[src/charger_detect_cfg.svh]
// offsets, field positions, reset values and timing counts for charger detect
`ifndef CHARGER_DETECT_CFG_SVH
`define CHARGER_DETECT_CFG_SVH
`define CD_ADDR_CTRL      12'h000
`define CD_ADDR_STATUS    12'h004
`define CD_ADDR_MASK      12'h008
`define CD_ADDR_IRQ_STAT  12'h00c
`define CD_ADDR_IRQ_MASK  12'h010
`define CD_ADDR_CUSTOM    12'h014
`define CD_CTRL_RESET     32'h0000_0003
`define CD_MASK_RESET     8'h7e
`define CD_CTRL_DET_EN    0
`define CD_CTRL_ENHANCED  1
`define CD_CTRL_OSC_EN    2
`define CD_CTRL_EVT_MODE  3
`define CD_CTRL_BIT0_EN   4
`define CD_CTRL_BIT1_EN   5
`define CD_CTRL_DS_EN_LO  8
`define CD_CTRL_SUPPLY    12
`define CD_IRQ_STATUS     0
`define CD_IRQ_CLASSIFY   1
`define CD_IRQ_W          2
`define CD_SETTLE_NS      1000
`define CD_CLK_NS         5
`define CD_SETTLE_CYC     ((`CD_SETTLE_NS + `CD_CLK_NS - 1) / `CD_CLK_NS)
`define CD_CNT_W          8
`endif

[src/charger_detect_pkg.sv]
// types shared by the charger detection block
package charger_detect_pkg;
    typedef enum logic [2:0] {
        chg_none  = 3'b000,
        chg_dcp   = 3'b001,
        chg_cdp   = 3'b010,
        chg_sdp   = 3'b011,
        chg_vlow  = 3'b100,
        chg_vhigh = 3'b101,
        chg_vsup  = 3'b110
    } charger_type_e;

    typedef enum logic [1:0] {
        out_idle       = 2'b00,
        out_vbus       = 2'b01,
        out_configured = 2'b10,
        out_charger    = 2'b11
    } detect_code_e;

    typedef enum logic [2:0] {
        st_idle   = 3'b000,
        st_settle = 3'b001,
        st_sample = 3'b010,
        st_done   = 3'b011,
        st_custom = 3'b100
    } detect_state_e;

    typedef enum logic [2:0] {
        stage_other    = 3'b000,
        stage_waitref  = 3'b001,
        stage_config   = 3'b010,
        stage_connect  = 3'b011,
        stage_chgdet   = 3'b100
    } hub_stage_e;

    // sensed upstream line classes from the analog comparators
    typedef struct packed {
        logic dp_dm_short;
        logic dm_reflects_dp;
        logic pulldowns;
        logic dp_high;
        logic dm_high;
        logic dp_mid;
        logic dm_mid;
    } line_sense_s;

    typedef struct packed {
        logic       psel;
        logic       penable;
        logic       pwrite;
        logic [11:0] paddr;
        logic [31:0] pwdata;
    } apb_req_s;
endpackage

[src/usb_charger_detect_status.sv]
// upstream charger detection, detect pins, status registers over apb
// Operation
// - detection starts on charger-detect stage when enabled
// - charger type reported as 3-bit code
// - cdp code only with enhanced detect
// - recognised line range updates pins and status
// - custom detection allowed, but a sample in the same cycle overrides the custom type
// - mask selects which types drive detect pins
// - optional detection from oscillator while awaiting refclock
// - no detection in inter-chip upstream mode
// - pins show charger type or device event
// - each detect pin bit separately enabled
// - pins follow internal two-bit status field
// - two-bit encodings 00 01 10 11
// - interrupt once charger status is ready
// - charging ports acknowledge battery charging query
// - one supply indication for all downstream ports
// - no downstream charging on inter-chip ports
// - smbus slave enabled only with both lines high
// - smbus slave reaches registers and otp
`timescale 1ns/10ps
`include "charger_detect_cfg.svh"

module usb_charger_detect_status
    import charger_detect_pkg::*;
#(
    parameter int DS_PORTS = 3
) (
    input  wire logic                sys_clk_in,
    input  wire logic                rst_n_in,
    input  wire logic                psel_in,
    input  wire logic                penable_in,
    input  wire logic                pwrite_in,
    input  wire logic [11:0]         paddr_in,
    input  wire logic [31:0]         pwdata_in,
    output logic      [31:0]         prdata_out,
    output logic                     pready_out,
    output logic                     pslverr_out,
    input  wire logic [2:0]          hub_stage_in,
    input  wire logic                hub_mode_in,
    input  wire logic                upstream_hsic_in,
    input  wire logic                reference_clock_ok_in,
    input  wire logic [6:0]          line_sense_in,
    input  wire logic                vbus_seen_in,
    input  wire logic                configured_in,
    input  wire logic                suspended_in,
    input  wire logic [DS_PORTS-1:0] ds_hsic_in,
    input  wire logic [DS_PORTS-1:0] ds_query_in,
    input  wire logic                smbus_clk_line_in,
    input  wire logic                smbus_data_line_in,
    output logic      [1:0]          charger_detect_out,
    output logic                     charge_supply_indicate_out,
    output logic      [DS_PORTS-1:0] ds_charge_ack_out,
    output logic                     smbus_enable_out,
    output logic                     otp_access_out,
    output logic                     irq_out
);
    localparam logic [`CD_CNT_W-1:0] SETTLE_CYC =
        `CD_CNT_W'(`CD_SETTLE_CYC);

    apb_req_s      req;
    line_sense_s   sense;
    hub_stage_e    stage;
    detect_state_e state_ff;
    detect_state_e nxt_state;
    charger_type_e type_ff;
    charger_type_e nxt_type;
    logic [31:0]   ctrl_ff;
    logic [7:0]    mask_ff;
    logic [`CD_IRQ_W-1:0] irq_stat_ff;
    logic [`CD_IRQ_W-1:0] irq_mask_ff;
    logic [2:0]    custom_ff;
    logic [1:0]    status_field_ff;
    logic [1:0]    nxt_field;
    logic [`CD_CNT_W-1:0] cnt_ff;
    logic          done_ff;
    logic          wr;
    logic          setup;
    logic          start;
    logic          clock_ok;
    logic          classify_evt;
    logic          field_evt;
    logic [31:0]   rdata;
    logic          addr_ok;
    logic          wr_custom;
    logic          path_ok;
    logic          stage_ok;
    logic          smbus_pullups;
    logic [1:0]    pin_en;
    logic [`CD_IRQ_W-1:0] irq_set;
    logic [`CD_IRQ_W-1:0] irq_clr;
    logic [`CD_IRQ_W-1:0] nxt_irq_stat;

    assign req   = '{psel_in, penable_in, pwrite_in, paddr_in, pwdata_in};
    assign sense = line_sense_s'(line_sense_in);
    assign stage = hub_stage_e'(hub_stage_in);
    assign wr    = req.psel && req.penable && req.pwrite;
    assign setup     = req.psel && !req.penable;
    assign wr_custom = wr && req.paddr == `CD_ADDR_CUSTOM;
    assign pin_en    = {ctrl_ff[`CD_CTRL_BIT1_EN],
                        ctrl_ff[`CD_CTRL_BIT0_EN]};

    // oscillator fallback lets a dead-battery system still classify
    assign clock_ok = reference_clock_ok_in ||
        (ctrl_ff[`CD_CTRL_OSC_EN] && stage == stage_waitref);
    // no upstream charger detection over the inter-chip link
    assign path_ok  = hub_mode_in && !upstream_hsic_in;
    assign stage_ok = stage == stage_chgdet || stage == stage_waitref;
    assign start    = ctrl_ff[`CD_CTRL_DET_EN] && path_ok && stage_ok &&
        clock_ok && state_ff == st_idle;

    // classification of the sampled upstream line state
    always_comb begin
        nxt_type = chg_none;
        if (sense.dp_high && sense.dm_mid) begin
            nxt_type = chg_vsup;
        end else if (sense.dp_mid && sense.dm_high) begin
            nxt_type = chg_vhigh;
        end else if (sense.dp_mid && sense.dm_mid) begin
            nxt_type = chg_vlow;
        end else if (sense.dp_dm_short) begin
            nxt_type = chg_dcp;
        end else if (sense.dm_reflects_dp) begin
            // without enhanced mode a reflecting port reads as sdp
            nxt_type = ctrl_ff[`CD_CTRL_ENHANCED] ? chg_cdp : chg_sdp;
        end else if (sense.pulldowns) begin
            nxt_type = chg_sdp;
        end
    end

    always_comb begin
        nxt_state = state_ff;
        unique case (state_ff)
            st_idle: begin
                if (start) begin
                    nxt_state = st_settle;
                end
            end
            st_settle: begin
                if (upstream_hsic_in) begin
                    nxt_state = st_idle;
                end else if (cnt_ff == SETTLE_CYC) begin
                    nxt_state = st_sample;
                end
            end
            st_sample: begin
                nxt_state = st_done;
            end
            st_done: begin
                if (!ctrl_ff[`CD_CTRL_DET_EN]) begin
                    nxt_state = st_idle;
                end
            end
            st_custom: begin
                nxt_state = st_custom;
            end
            default: begin
                nxt_state = st_idle;
            end
        endcase
    end

    always_ff @(posedge sys_clk_in or negedge rst_n_in) begin
        if (!rst_n_in) begin
            state_ff <= st_idle;
        end else if (wr_custom) begin
            // software takes the block over; stage is its own concern
            state_ff <= detect_state_e'(st_custom);
        end else if (state_ff == st_custom &&
                     !ctrl_ff[`CD_CTRL_DET_EN]) begin
            state_ff <= st_idle;
        end else begin
            state_ff <= nxt_state;
        end
    end

    always_ff @(posedge sys_clk_in or negedge rst_n_in) begin
        if (!rst_n_in) begin
            cnt_ff <= '0;
        end else if (state_ff == st_settle) begin
            cnt_ff <= cnt_ff + `CD_CNT_W'(1);
        end else begin
            cnt_ff <= '0;
        end
    end

    always_ff @(posedge sys_clk_in or negedge rst_n_in) begin
        if (!rst_n_in) begin
            type_ff <= chg_none;
        end else if (state_ff == st_sample) begin
            type_ff <= nxt_type;
        end else if (wr_custom) begin
            type_ff <= charger_type_e'(req.pwdata[2:0]);
        end
    end

    always_ff @(posedge sys_clk_in or negedge rst_n_in) begin
        if (!rst_n_in) begin
            done_ff <= 1'b0;
        end else if (state_ff == st_sample || wr_custom) begin
            done_ff <= 1'b1;
        end else if (state_ff == st_idle && start) begin
            done_ff <= 1'b0;
        end
    end
    assign classify_evt = state_ff == st_sample;

    // detect field: charger type via mask, or device event
    always_comb begin
        nxt_field = out_idle;
        // event mode ignores the detected type entirely
        if (ctrl_ff[`CD_CTRL_EVT_MODE]) begin
            if (configured_in) begin
                nxt_field = out_configured;
            end else if (vbus_seen_in && !suspended_in) begin
                nxt_field = out_vbus;
            end
        end else if (done_ff && mask_ff[type_ff]) begin
            nxt_field = out_charger;
        end
        nxt_field = nxt_field & pin_en;
    end

    always_ff @(posedge sys_clk_in or negedge rst_n_in) begin
        if (!rst_n_in) begin
            status_field_ff <= out_idle;
        end else begin
            status_field_ff <= nxt_field;
        end
    end

    // pins get their own flop so they are a bare register output
    always_ff @(posedge sys_clk_in or negedge rst_n_in) begin
        if (!rst_n_in) begin
            charger_detect_out <= out_idle;
        end else begin
            charger_detect_out <= nxt_field;
        end
    end
    assign field_evt = nxt_field != status_field_ff;

    always_ff @(posedge sys_clk_in or negedge rst_n_in) begin
        if (!rst_n_in) begin
            ctrl_ff     <= `CD_CTRL_RESET;
            mask_ff     <= `CD_MASK_RESET;
            irq_mask_ff <= '0;
            custom_ff   <= '0;
        end else if (wr) begin
            unique case (req.paddr)
                `CD_ADDR_CTRL: begin
                    ctrl_ff <= req.pwdata;
                end
                `CD_ADDR_MASK: begin
                    mask_ff <= req.pwdata[7:0];
                end
                `CD_ADDR_IRQ_MASK: begin
                    irq_mask_ff <= req.pwdata[`CD_IRQ_W-1:0];
                end
                `CD_ADDR_CUSTOM: begin
                    custom_ff <= req.pwdata[2:0];
                end
                default: begin
                end
            endcase
        end
    end

    always_comb begin
        irq_set = '0;
        irq_clr = '0;
        irq_set[`CD_IRQ_STATUS]   = field_evt;
        irq_set[`CD_IRQ_CLASSIFY] = classify_evt;
        if (wr && req.paddr == `CD_ADDR_IRQ_STAT) begin
            irq_clr = req.pwdata[`CD_IRQ_W-1:0];
        end
        // set wins over write-one-to-clear in the same cycle
        nxt_irq_stat = (irq_stat_ff & ~irq_clr) | irq_set;
    end

    always_ff @(posedge sys_clk_in or negedge rst_n_in) begin
        if (!rst_n_in) begin
            irq_stat_ff <= '0;
        end else begin
            irq_stat_ff <= nxt_irq_stat;
        end
    end

    always_ff @(posedge sys_clk_in or negedge rst_n_in) begin
        if (!rst_n_in) begin
            irq_out <= 1'b0;
        end else begin
            irq_out <= |(irq_stat_ff & irq_mask_ff);
        end
    end

    genvar p;
    generate
        for (p = 0; p < DS_PORTS; p++) begin : g_port
            always_ff @(posedge sys_clk_in or negedge rst_n_in) begin
                if (!rst_n_in) begin
                    ds_charge_ack_out[p] <= 1'b0;
                end else begin
                    ds_charge_ack_out[p] <= ds_query_in[p] &&
                        ctrl_ff[`CD_CTRL_DS_EN_LO + p] &&
                        !ds_hsic_in[p];
                end
            end
        end
    endgenerate

    always_ff @(posedge sys_clk_in or negedge rst_n_in) begin
        if (!rst_n_in) begin
            charge_supply_indicate_out <= 1'b0;
        end else begin
            charge_supply_indicate_out <= ctrl_ff[`CD_CTRL_SUPPLY];
        end
    end

    // a low data line alone is enough to keep the slave off
    assign smbus_pullups = smbus_clk_line_in && smbus_data_line_in;

    always_ff @(posedge sys_clk_in or negedge rst_n_in) begin
        if (!rst_n_in) begin
            smbus_enable_out <= 1'b0;
            otp_access_out   <= 1'b0;
        end else begin
            smbus_enable_out <= smbus_pullups;
            otp_access_out   <= smbus_pullups;
        end
    end

    always_comb begin
        addr_ok = 1'b1;
        rdata   = '0;
        unique case (req.paddr)
            `CD_ADDR_CTRL: begin
                rdata = ctrl_ff;
            end
            `CD_ADDR_STATUS: begin
                rdata = {23'h0, state_ff, status_field_ff,
                         done_ff, type_ff[2:0]};
            end
            `CD_ADDR_MASK: begin
                rdata = {24'h0, mask_ff};
            end
            `CD_ADDR_IRQ_STAT: begin
                rdata = {30'h0, irq_stat_ff};
            end
            `CD_ADDR_IRQ_MASK: begin
                rdata = {30'h0, irq_mask_ff};
            end
            `CD_ADDR_CUSTOM: begin
                rdata = {29'h0, custom_ff};
            end
            default: begin
                addr_ok = 1'b0;
            end
        endcase
    end

    always_ff @(posedge sys_clk_in or negedge rst_n_in) begin
        if (!rst_n_in) begin
            prdata_out  <= '0;
            pready_out  <= 1'b0;
            pslverr_out <= 1'b0;
        end else begin
            pready_out  <= setup;
            pslverr_out <= setup && !addr_ok;
            if (setup && !req.pwrite) begin
                prdata_out <= rdata;
            end
        end
    end
endmodule

[config.mk]
export PLATFORM = sky130hd
export DESIGN_NAME = usb_charger_detect_status
export DESIGN_NICKNAME = d
export VERILOG_FILES = /design/src/charger_detect_pkg.sv /design/src/usb_charger_detect_status.sv
export VERILOG_INCLUDE_DIRS = /design/src /design/src/src
export SDC_FILE = /design/constraint.sdc
export NUM_CORES = 1
export LEC_CHECK = 0
export BUFFER_PORTS_ARGS = -buffer_cell sky130_fd_sc_hd__buf_2
export CORE_ASPECT_RATIO = 1.4
export CORE_UTILIZATION = 48
export DETAILED_ROUTE_END_ITERATION = 10
export GPL_TIMING_DRIVEN = 0
export HOLD_SLACK_MARGIN = 0.1
export PLACE_DENSITY = 0.87
export SYNTH_ARGS = -nofsm -noshare
export SYNTH_HDL_FRONTEND = slang
export SYNTH_SLANG_ARGS = --single-unit
[constraint.sdc]
create_clock -name sys_clk_in -period 1.51 [get_ports sys_clk_in]
set_clock_uncertainty 0.15 [all_clocks]
set_input_delay 0.151 -clock sys_clk_in [delete_from_list [all_inputs] [get_ports sys_clk_in]]
set_output_delay 0.151 -clock sys_clk_in [all_outputs]
set_load 0.1 [all_outputs]
==> results of run 1 <==
stage by stage:
step                      setup TNS, ns  util [%]  instances  instance area [um^2]
final                             -1.02      69.6        732                  6890
after detailed placement         -31.79      57.9        639                  5730
after global routing              -2.80      69.6        732                  6890
after global placement          -116.66      57.6        638                  5700
after floorplan                   -4.84         -        389                  4960
after CTS                        -0.589      67.1        719                  6640
path summary, 6_finish.rpt:
path                                    startpoint                                    to  slack, ns
min in group asynchronous                 rst_n_in             prdata_out[9]$_DFFE_PN0P_       0.20
max in group asynchronous                 rst_n_in                ctrl_ff[0]$_DFFE_PN1P_       0.26
setup / recovery            type_ff[0]$_DFFE_PN0P_              irq_stat_ff[0]$_DFF_PN0_      -0.25
hold / removal                        suspended_in       charger_detect_out[0]$_DFF_PN0_      -0.04
setup reg to reg            type_ff[0]$_DFFE_PN0P_              irq_stat_ff[0]$_DFF_PN0_      -0.25
hold reg to reg            ctrl_ff[12]$_DFFE_PN0P_  charge_supply_indicate_out$_DFF_PN0_       0.27
routing by layer:
metal,vias up,global-route usage (%),share of wire (%)
met3,37,4.35,5.6
met4,0,9.53,3.3
li1,1834,-,-
met1,2019,31.2,38
met2,198,42.6,53
met5,-,0,0
report_power, final:
| group | switching, mW | leakage (nW) | internal [mW] |
|---|---|---|---|
| combinational | 0.621 | 1.80 | 0.554 |
| sequential | 0.124 | 1.38 | 2.90 |
| clock | 1.05 | 0.133 | 1.13 |
worst max-delay path: stages, from the launching register on:
cell and delay, ns:
dfrtp_2 0.43, mux4_2 0.52, a22oi_2 0.23, and3_1 0.19
o211ai_1 0.10
kinds of logic after synthesis:
family,count (synthesis)
flip-flops,104
AO/OA/AOI/OAI,78
buffers and inverters,24
adder cells (fa/ha/maj),2
XOR/XNOR,6
multiplexers,52
AND/OR/NAND/NOR,123
cell usage in the layout (no fill, tap or decap), types with 14 or more instances in the layout:
cell type	netlist	layout
mux2_4	30	38
buf_2	1	109
nand2_1	30	29
o21ai_0	14	14
nor2_1	23	19
nand3_1	15	15
dlygate4sd3_1	0	55
buf_4	1	22
dfrtp_1	96	89
a22o_1	25	25
final cells by class:
class / count / area share [%]
clock inverters: 6 / 0.636
well taps: 135 / 2.45
clock buffers: 10 / 3.32
inverters: 8 / 0.436
plain buffers: 13 / 1.84
repair buffers: 195 / 20.8
multi-input cells: 261 / 32.4
flip-flops and latches: 104 / 38.1
sequential cells by signal, indices dropped and copies added (netlist names):
name                        flops
cnt_ff                          8
custom_ff                       3
pslverr_out                     1
irq_mask_ff                     2
charge_supply_indicate_out      1
irq_out                         1
type_ff                         3
prdata_out                     32
pready_out                      1
irq_stat_ff                     2
state_ff                        3
ctrl_ff                        32
mask_ff                         8
otp_access_out                  1
ds_charge_ack_out               3
charger_detect_out              2
done_ff                         1
what timing repair did:
item	4_1_cts	5_1_grt
hold buffers	54	1
buffers inserted	12	10
pin swaps	4	12
endpoints found under the setup margin	72	72
resized for setup	11	19
cloned	0	3
hold endpoints to repair	107	2
==> run metrics, run 1 <==
Placement Setup Slack -0.434 ns; DR vias 4088; outcome finished with violations; largest family of logic cells by synthesized area simple AND/OR/NAND/NOR gates; die span in y 121 um; post-synth net total 464; Post-synth top flop dfrtp_1; fmax 568 MHz; post-synth top area cell dfrtp_1; Vias/cell 5.58; Commonest cells post-synth dfrtp_1, mux2_4, nand2_1, a22o_1, nor2_1; Sink Count 104; placer congestion estimate 0.915; compound-cell area share of the yosys netlist 11.5%; Power Density 925 nW/um^2; area of the multi-input gates 2230 um^2; register area share after synthesis 53.5%; Worst R2R Path Depth 4; Period minus WS final 1.76 ns; global-route wire length before repair 20.2 mm; Min-Delay Path Class in -> reg; total power 6.37 mW; GRT Residual Overflow 0; row count 43; WP data arrival 1.81 ns; largest net degree at the start of global routing 60; # fillers 738; cts bufs inserted 9; cell count of the worst hold path 4; max cap viols 0; unrepaired setup endpoints after global routing yes; DRC 0; Antenna Violating Nets Remaining 0; port bufs 114; Root Buffer clkbuf_16; Worst EP required 1.56 ns; vias in the first global route 4024; Yosys warning count 0; failing checks negative hold slack, negative setup slack; worst-path maximum fanout 4; Adder-Cell Fraction of Synth Area 0.512%; worst hold slack -0.0423 ns; hpwl dp 8.45 mm; Max Slew Vio Count 0; setup slack after layout -0.251 ns; # diodes 0; initial antenna violation count 0; io pins 116; CORE AREA 9900 um^2; Final setup viols 19; DR WL/cell 18.3 um; XOR/XNOR Fraction of Synth Area 1.08%; EDFF count, synth 0; die area 10600 um^2; syn avg cell area 12.6 um^2; die width 87.3 um; Clock Path Buffers 2; Final nets 667; final hold violation count 1; Initial Util 49.3%; maximum vdd drop 660 uV; share of post-route cells with drive strength above 1 43.7%; final wirelength 13.4 mm; CP endpoint kind flip-flop; Synth cell types 60; worst skew pair latency 0.34 ns; Final Cycle Share 117%; CTS tree done; Synth Area in Simple Gates 15.1%; Synth async-reset ratio 100%; Syn Inst Count 389; flip-flop and latch area 2620 um^2; Seq cells post-synth 104; gr usage total 25.0%; Worst Setup Start Kind flip-flop; First DRT Iteration DRCs 213; crit path kind reg -> reg; top-count cell post-synth dfrtp_1; worst rel slew slack 60.8%; DRT Pass-1 Iters 4; Slew @ Worst Pin 0.588 ns; main area contributors after synthesis dfrtp_1, mux2_4, a22o_1; leakage dissipation 3.31 nW; mapped cell area 4880 um^2; Yosys top cell area share 49.2%; Layout area overhead 41.0%; clock transition at the registers of the reported paths 0.07 ns; H-tree levels 3; post-synthesis mux area share 15.0%
(Power assumes the default switching activity.)
==> run 2: changes to the inputs <==
PLACE_DENSITY = 0.75   (was 0.87)
==> run metrics, run 2 (synthesized netlist as in run 1, its figures left out) <==
outcome finished with violations; failing checks negative hold slack, negative setup slack; # diodes 0; Critical path buffers and inverters 1; setup slack after layout -0.217 ns; placer congestion estimate 0.931; Max stage delay cell, worst path mux4_2; DR WL/cell 17.6 um; most frequent cells in the layout buf_2, dfrtp_1, dlygate4sd3_1, mux2_4, nand2_1; flip-flop and latch area 2620 um^2; die span in y 121 um; Period minus WS final 1.73 ns; unrepaired setup endpoints after global routing yes; port bufs 114; Slew @ Worst Pin 0.742 ns; gr usage total 24.1%; Final setup viols 18; R2R Setup Slk -0.22 ns; Critical R2R Launch type_ff[0]$_DFFE_PN0P_; GRT Residual Overflow 0; worst rel slew slack 50.1%; Initial Util 49.3%; Antenna Violating Nets Remaining 0; Worst Min Path Start suspended_in; biggest regs ctrl_ff (32), prdata_out (32); Final Cycle Share 114%; H-tree levels 3; DRT Pass-1 Iters 5; Worst EP required 1.59 ns; crit path cell chain mux4_2, a22oi_2, buf_4, nand2b_4, a21oi_2; Final nets 671; leakage dissipation 3.36 nW; Max Slew Vio Count 0; Crit. path cell count 5; CTS tree done; CORE AREA 9900 um^2; Min-Delay Endpoint charger_detect_out[0]$_DFF_PN0_; worst hold slack -0.0305 ns; Root Buffer clkbuf_16; clock transition at the registers of the reported paths 0.07 ns; Reg2Reg Capture Point charger_detect_out[0]$_DFF_PN0_; io pins 116; CP endpoint kind flip-flop; worst skew pair latency 0.34 ns; die width 87.3 um; Util after Layout 70.8%; Hold Buf Count CTS 56; hpwl dp 8.30 mm; row count 43; Worst R2R Path Depth 5; Clock Path Buffers 2; First DRT Iteration DRCs 276; DRC 0; Sink Count 104; maximum vdd drop 613 uV; global-route wire length before repair 19.5 mm; DR vias 4040; setup tns final -0.841 ns; fmax 579 MHz; largest net degree at the start of global routing 68; Min-Delay Path Class in -> reg; Placement Setup Slack -0.539 ns; area of the multi-input gates 2230 um^2; final wirelength 12.9 mm; die area 10600 um^2; Worst Setup Start Kind flip-flop; crit path kind reg -> reg; worst-path maximum fanout 3; most common cell after layout, fill and taps aside buf_2; share of post-route cells with drive strength above 1 44.3%; final hold violation count 1; CP delay by family, top multiplexers; WP data arrival 1.80 ns; # fillers 709; Power Density 960 nW/um^2; Layout area overhead 43.4%; cell count of the worst hold path 4; initial antenna violation count 0; Largest stage delay, worst path 0.52 ns; vias in the first global route 3891; max cap viols 0; cts bufs inserted 9; Vias/cell 5.49
run 2: per-layer routing:
metal | up-vias | wire [um] | GRT usage, %
met5 | - | 0 | 0
met2 | 167 | 6660 | 41.9
li1 | 1839 | - | -
met3 | 32 | 747 | 4.42
met4 | 0 | 427 | 10.0
met1 | 2002 | 5100 | 29.0
run 2: how the worst max path moves through the flow:
stage / start / to
floorplan: paddr_in[0] / ctrl_ff[10]$_DFFE_PN0P_
global placement: rst_n_in / charger_detect_out[1]$_DFF_PN0_
detailed placement: paddr_in[5] / irq_mask_ff[1]$_DFFE_PN0P_
CTS: type_ff[0]$_DFFE_PN0P_ / irq_stat_ff[0]$_DFF_PN0_
global route: type_ff[0]$_DFFE_PN0P_ / irq_stat_ff[0]$_DFF_PN0_
finish: type_ff[0]$_DFFE_PN0P_ / charger_detect_out[0]$_DFF_PN0_
run 2: per-stage QoR:
step,total power [mW],cell area [um^2],std cells
3_5_place_dp,3.94,5730,639
2_1_floorplan,3.61,4960,389
3_3_place_gp,3.92,5700,638
5_1_grt,6.98,7000,736
6_report,6.73,7000,736
4_1_cts,6.73,6750,721
run 2: final cells by class:
type	count	share of cell area, %
flip-flops and latches	104	37.4
multi-input cells	261	31.8
repair buffers	199	21.2
clock buffers	12	3.80
well taps	135	2.41
plain buffers	13	1.84
clock inverters	4	1.07
inverters	8	0.429
run 2: power by group:
group	total (mW)	switching, mW	internal, mW
sequential	3.03	0.134	2.90
combinational	1.10	0.588	0.510
clock	2.60	1.01	1.59
run 2: worst min-delay path: stages:
cell	delay [ns]
buf_2	0.08
nor3b_1	0.05
nand2_1	0.08
a21oi_2	0.06
run 2: what timing repair did:
action,in CTS,in global routing
endpoints found under the hold margin,160,2
endpoints found under the setup margin,73,67
pin swaps,4,15
gates cloned,0,3
gates resized for setup,11,17
setup buffers,12,13
==> run 3: changes to the inputs <==
REMOVE_ABC_BUFFERS = 1   (was not set)
==> run metrics, run 3 (synthesized netlist as in run 1, its figures left out) <==
Crit. path cell count 4; worst rel slew slack 65.7%; global-route wire length before repair 20.8 mm; Root Buffer clkbuf_16; row count 43; Internal 4.49 mW; Antenna Violating Nets Remaining 0; WP data arrival 1.81 ns; # diodes 0; Sw Share 28.6%; Layout area overhead 35.7%; GRT Residual Overflow 0; DR WL/cell 18.3 um; outcome finished with violations; Slew @ Worst Pin 0.518 ns; Placement Setup Slack -1.18 ns; failing checks negative hold slack, negative setup slack; most common cell after layout, fill and taps aside buf_2; max cap viols 0; setup slack after layout -0.241 ns; crit path cell chain mux4_2, a22oi_2, and3_1, o211ai_1; final hold violation count 1; area of the multi-input gates 2190 um^2; leakage dissipation 3.21 nW; CP delay by family, top multiplexers; port bufs 115; worst hold slack -0.0448 ns; Power Density 949 nW/um^2; Worst Setup Start Kind flip-flop; Worst R2R Path Depth 4; fmax 571 MHz; flip-flop and latch area 2620 um^2; Psw 1.80 mW; sequential share of power 48.5%; largest net degree at the start of global routing 74; Max stage delay cell, worst path mux4_2; maximum vdd drop 752 uV; total power 6.29 mW; cts bufs inserted 9; Largest stage delay, worst path 0.52 ns; Worst EP required 1.56 ns; Util after Layout 66.9%; most frequent cells in the layout buf_2, dfrtp_1, dlygate4sd3_1, mux2_4, nand2_1; biggest regs ctrl_ff (32), prdata_out (32); Sink Count 104; Initial Util 49.3%; worst-path maximum fanout 3; setup tns final -1.03 ns; die span in y 121 um; gr usage total 25.9%; worst skew pair latency 0.35 ns; Min-Delay Path Class in -> reg; Clock Path Buffers 2; placer congestion estimate 0.828; DR vias 3980; Vias/cell 5.55; die width 87.3 um; H-tree levels 3; hpwl dp 7.93 mm; share of post-route cells with drive strength above 1 41.9%; CP endpoint kind flip-flop; Final setup viols 7; cell count of the worst hold path 4; die area 10600 um^2; First DRT Iteration DRCs 245; Final nets 652; vias in the first global route 4084; clock transition at the registers of the reported paths 0.07 ns; # fillers 728; initial antenna violation count 0; Comb power frac 15.7%; CTS tree done; Max Slew Vio Count 0; final wirelength 13.1 mm; Hold Buf Count CTS 56; io pins 116; DRT Pass-1 Iters 4; Period minus WS final 1.75 ns; crit path kind reg -> reg; DRC 0; Final Cycle Share 116%; CORE AREA 9900 um^2; Critical path buffers and inverters 0; unrepaired setup endpoints after global routing yes; clock share of power 35.8%
==> run 3: path summary, 6_finish.rpt <==
path / from / endpoint / slack (ns)
max in group asynchronous: rst_n_in / mask_ff[4]$_DFFE_PN1P_ / 0.33
worst max register to register: type_ff[0]$_DFFE_PN0P_ / irq_stat_ff[0]$_DFF_PN0_ / -0.24
worst min-delay path: suspended_in / charger_detect_out[0]$_DFF_PN0_ / -0.04
worst min register to register: ctrl_ff[12]$_DFFE_PN0P_ / charge_supply_indicate_out$_DFF_PN0_ / 0.28
min in group asynchronous: rst_n_in / ctrl_ff[14]$_DFFE_PN0P_ / 0.15
worst max-delay path: type_ff[0]$_DFFE_PN0P_ / irq_stat_ff[0]$_DFF_PN0_ / -0.24
==> run 3: repair_timing <==
item                                   in CTS  in global routing
endpoints found under the hold margin     161                  1
buffers inserted                           15                  4
gates resized for setup                    12                  8
pin swaps                                  10                  9
setup endpoints to repair                  70                 76
gates cloned                                2                  0
==> run 3: area by class of cell <==
cell class / instances / share of cell area (%)
Sequential cell: 104 / 39.5
Multi-Input combinational cell: 263 / 33.0
Timing Repair Buffer: 191 / 20.2
Clock buffer: 9 / 3.40
Tap cell: 135 / 2.55
Clock inverter: 7 / 0.906
Inverter: 8 / 0.453
==> run 3: worst min-delay path, stage by stage <==
cell and delay, ns:
buf_2 0.08, nor3b_1 0.05, nand2_1 0.07, a21oi_1 0.06
==> run 3: metrics by stage <==
step / cells / cell area [um^2]
finish: 717 / 6630
global route: 717 / 6630
CTS: 713 / 6570
detailed placement: 624 / 5520
global placement: 623 / 5490
floorplan: 373 / 4750
==> run 3: power groups by stage <==
stage                     combinational, mW  clock (mW)  sequential (mW)
after floorplan                       0.361           0             3.15
after CTS                             0.970        2.27             3.04
final                                 0.989        2.25             3.05
after global placement                0.723           0             3.09
after detailed placement              0.762           0             3.11
after global routing                   1.07        2.37             3.06
==> run 3: layer usage <==
metal | up-vias | part of all wire (%) | track usage (%)
li1 | 1812 | - | -
met1 | 1989 | 38 | 29.9
met2 | 147 | 54 | 46.0
met3 | 32 | 5.6 | 5.03
met4 | 0 | 2.8 | 11.2
met5 | - | 0 | 0
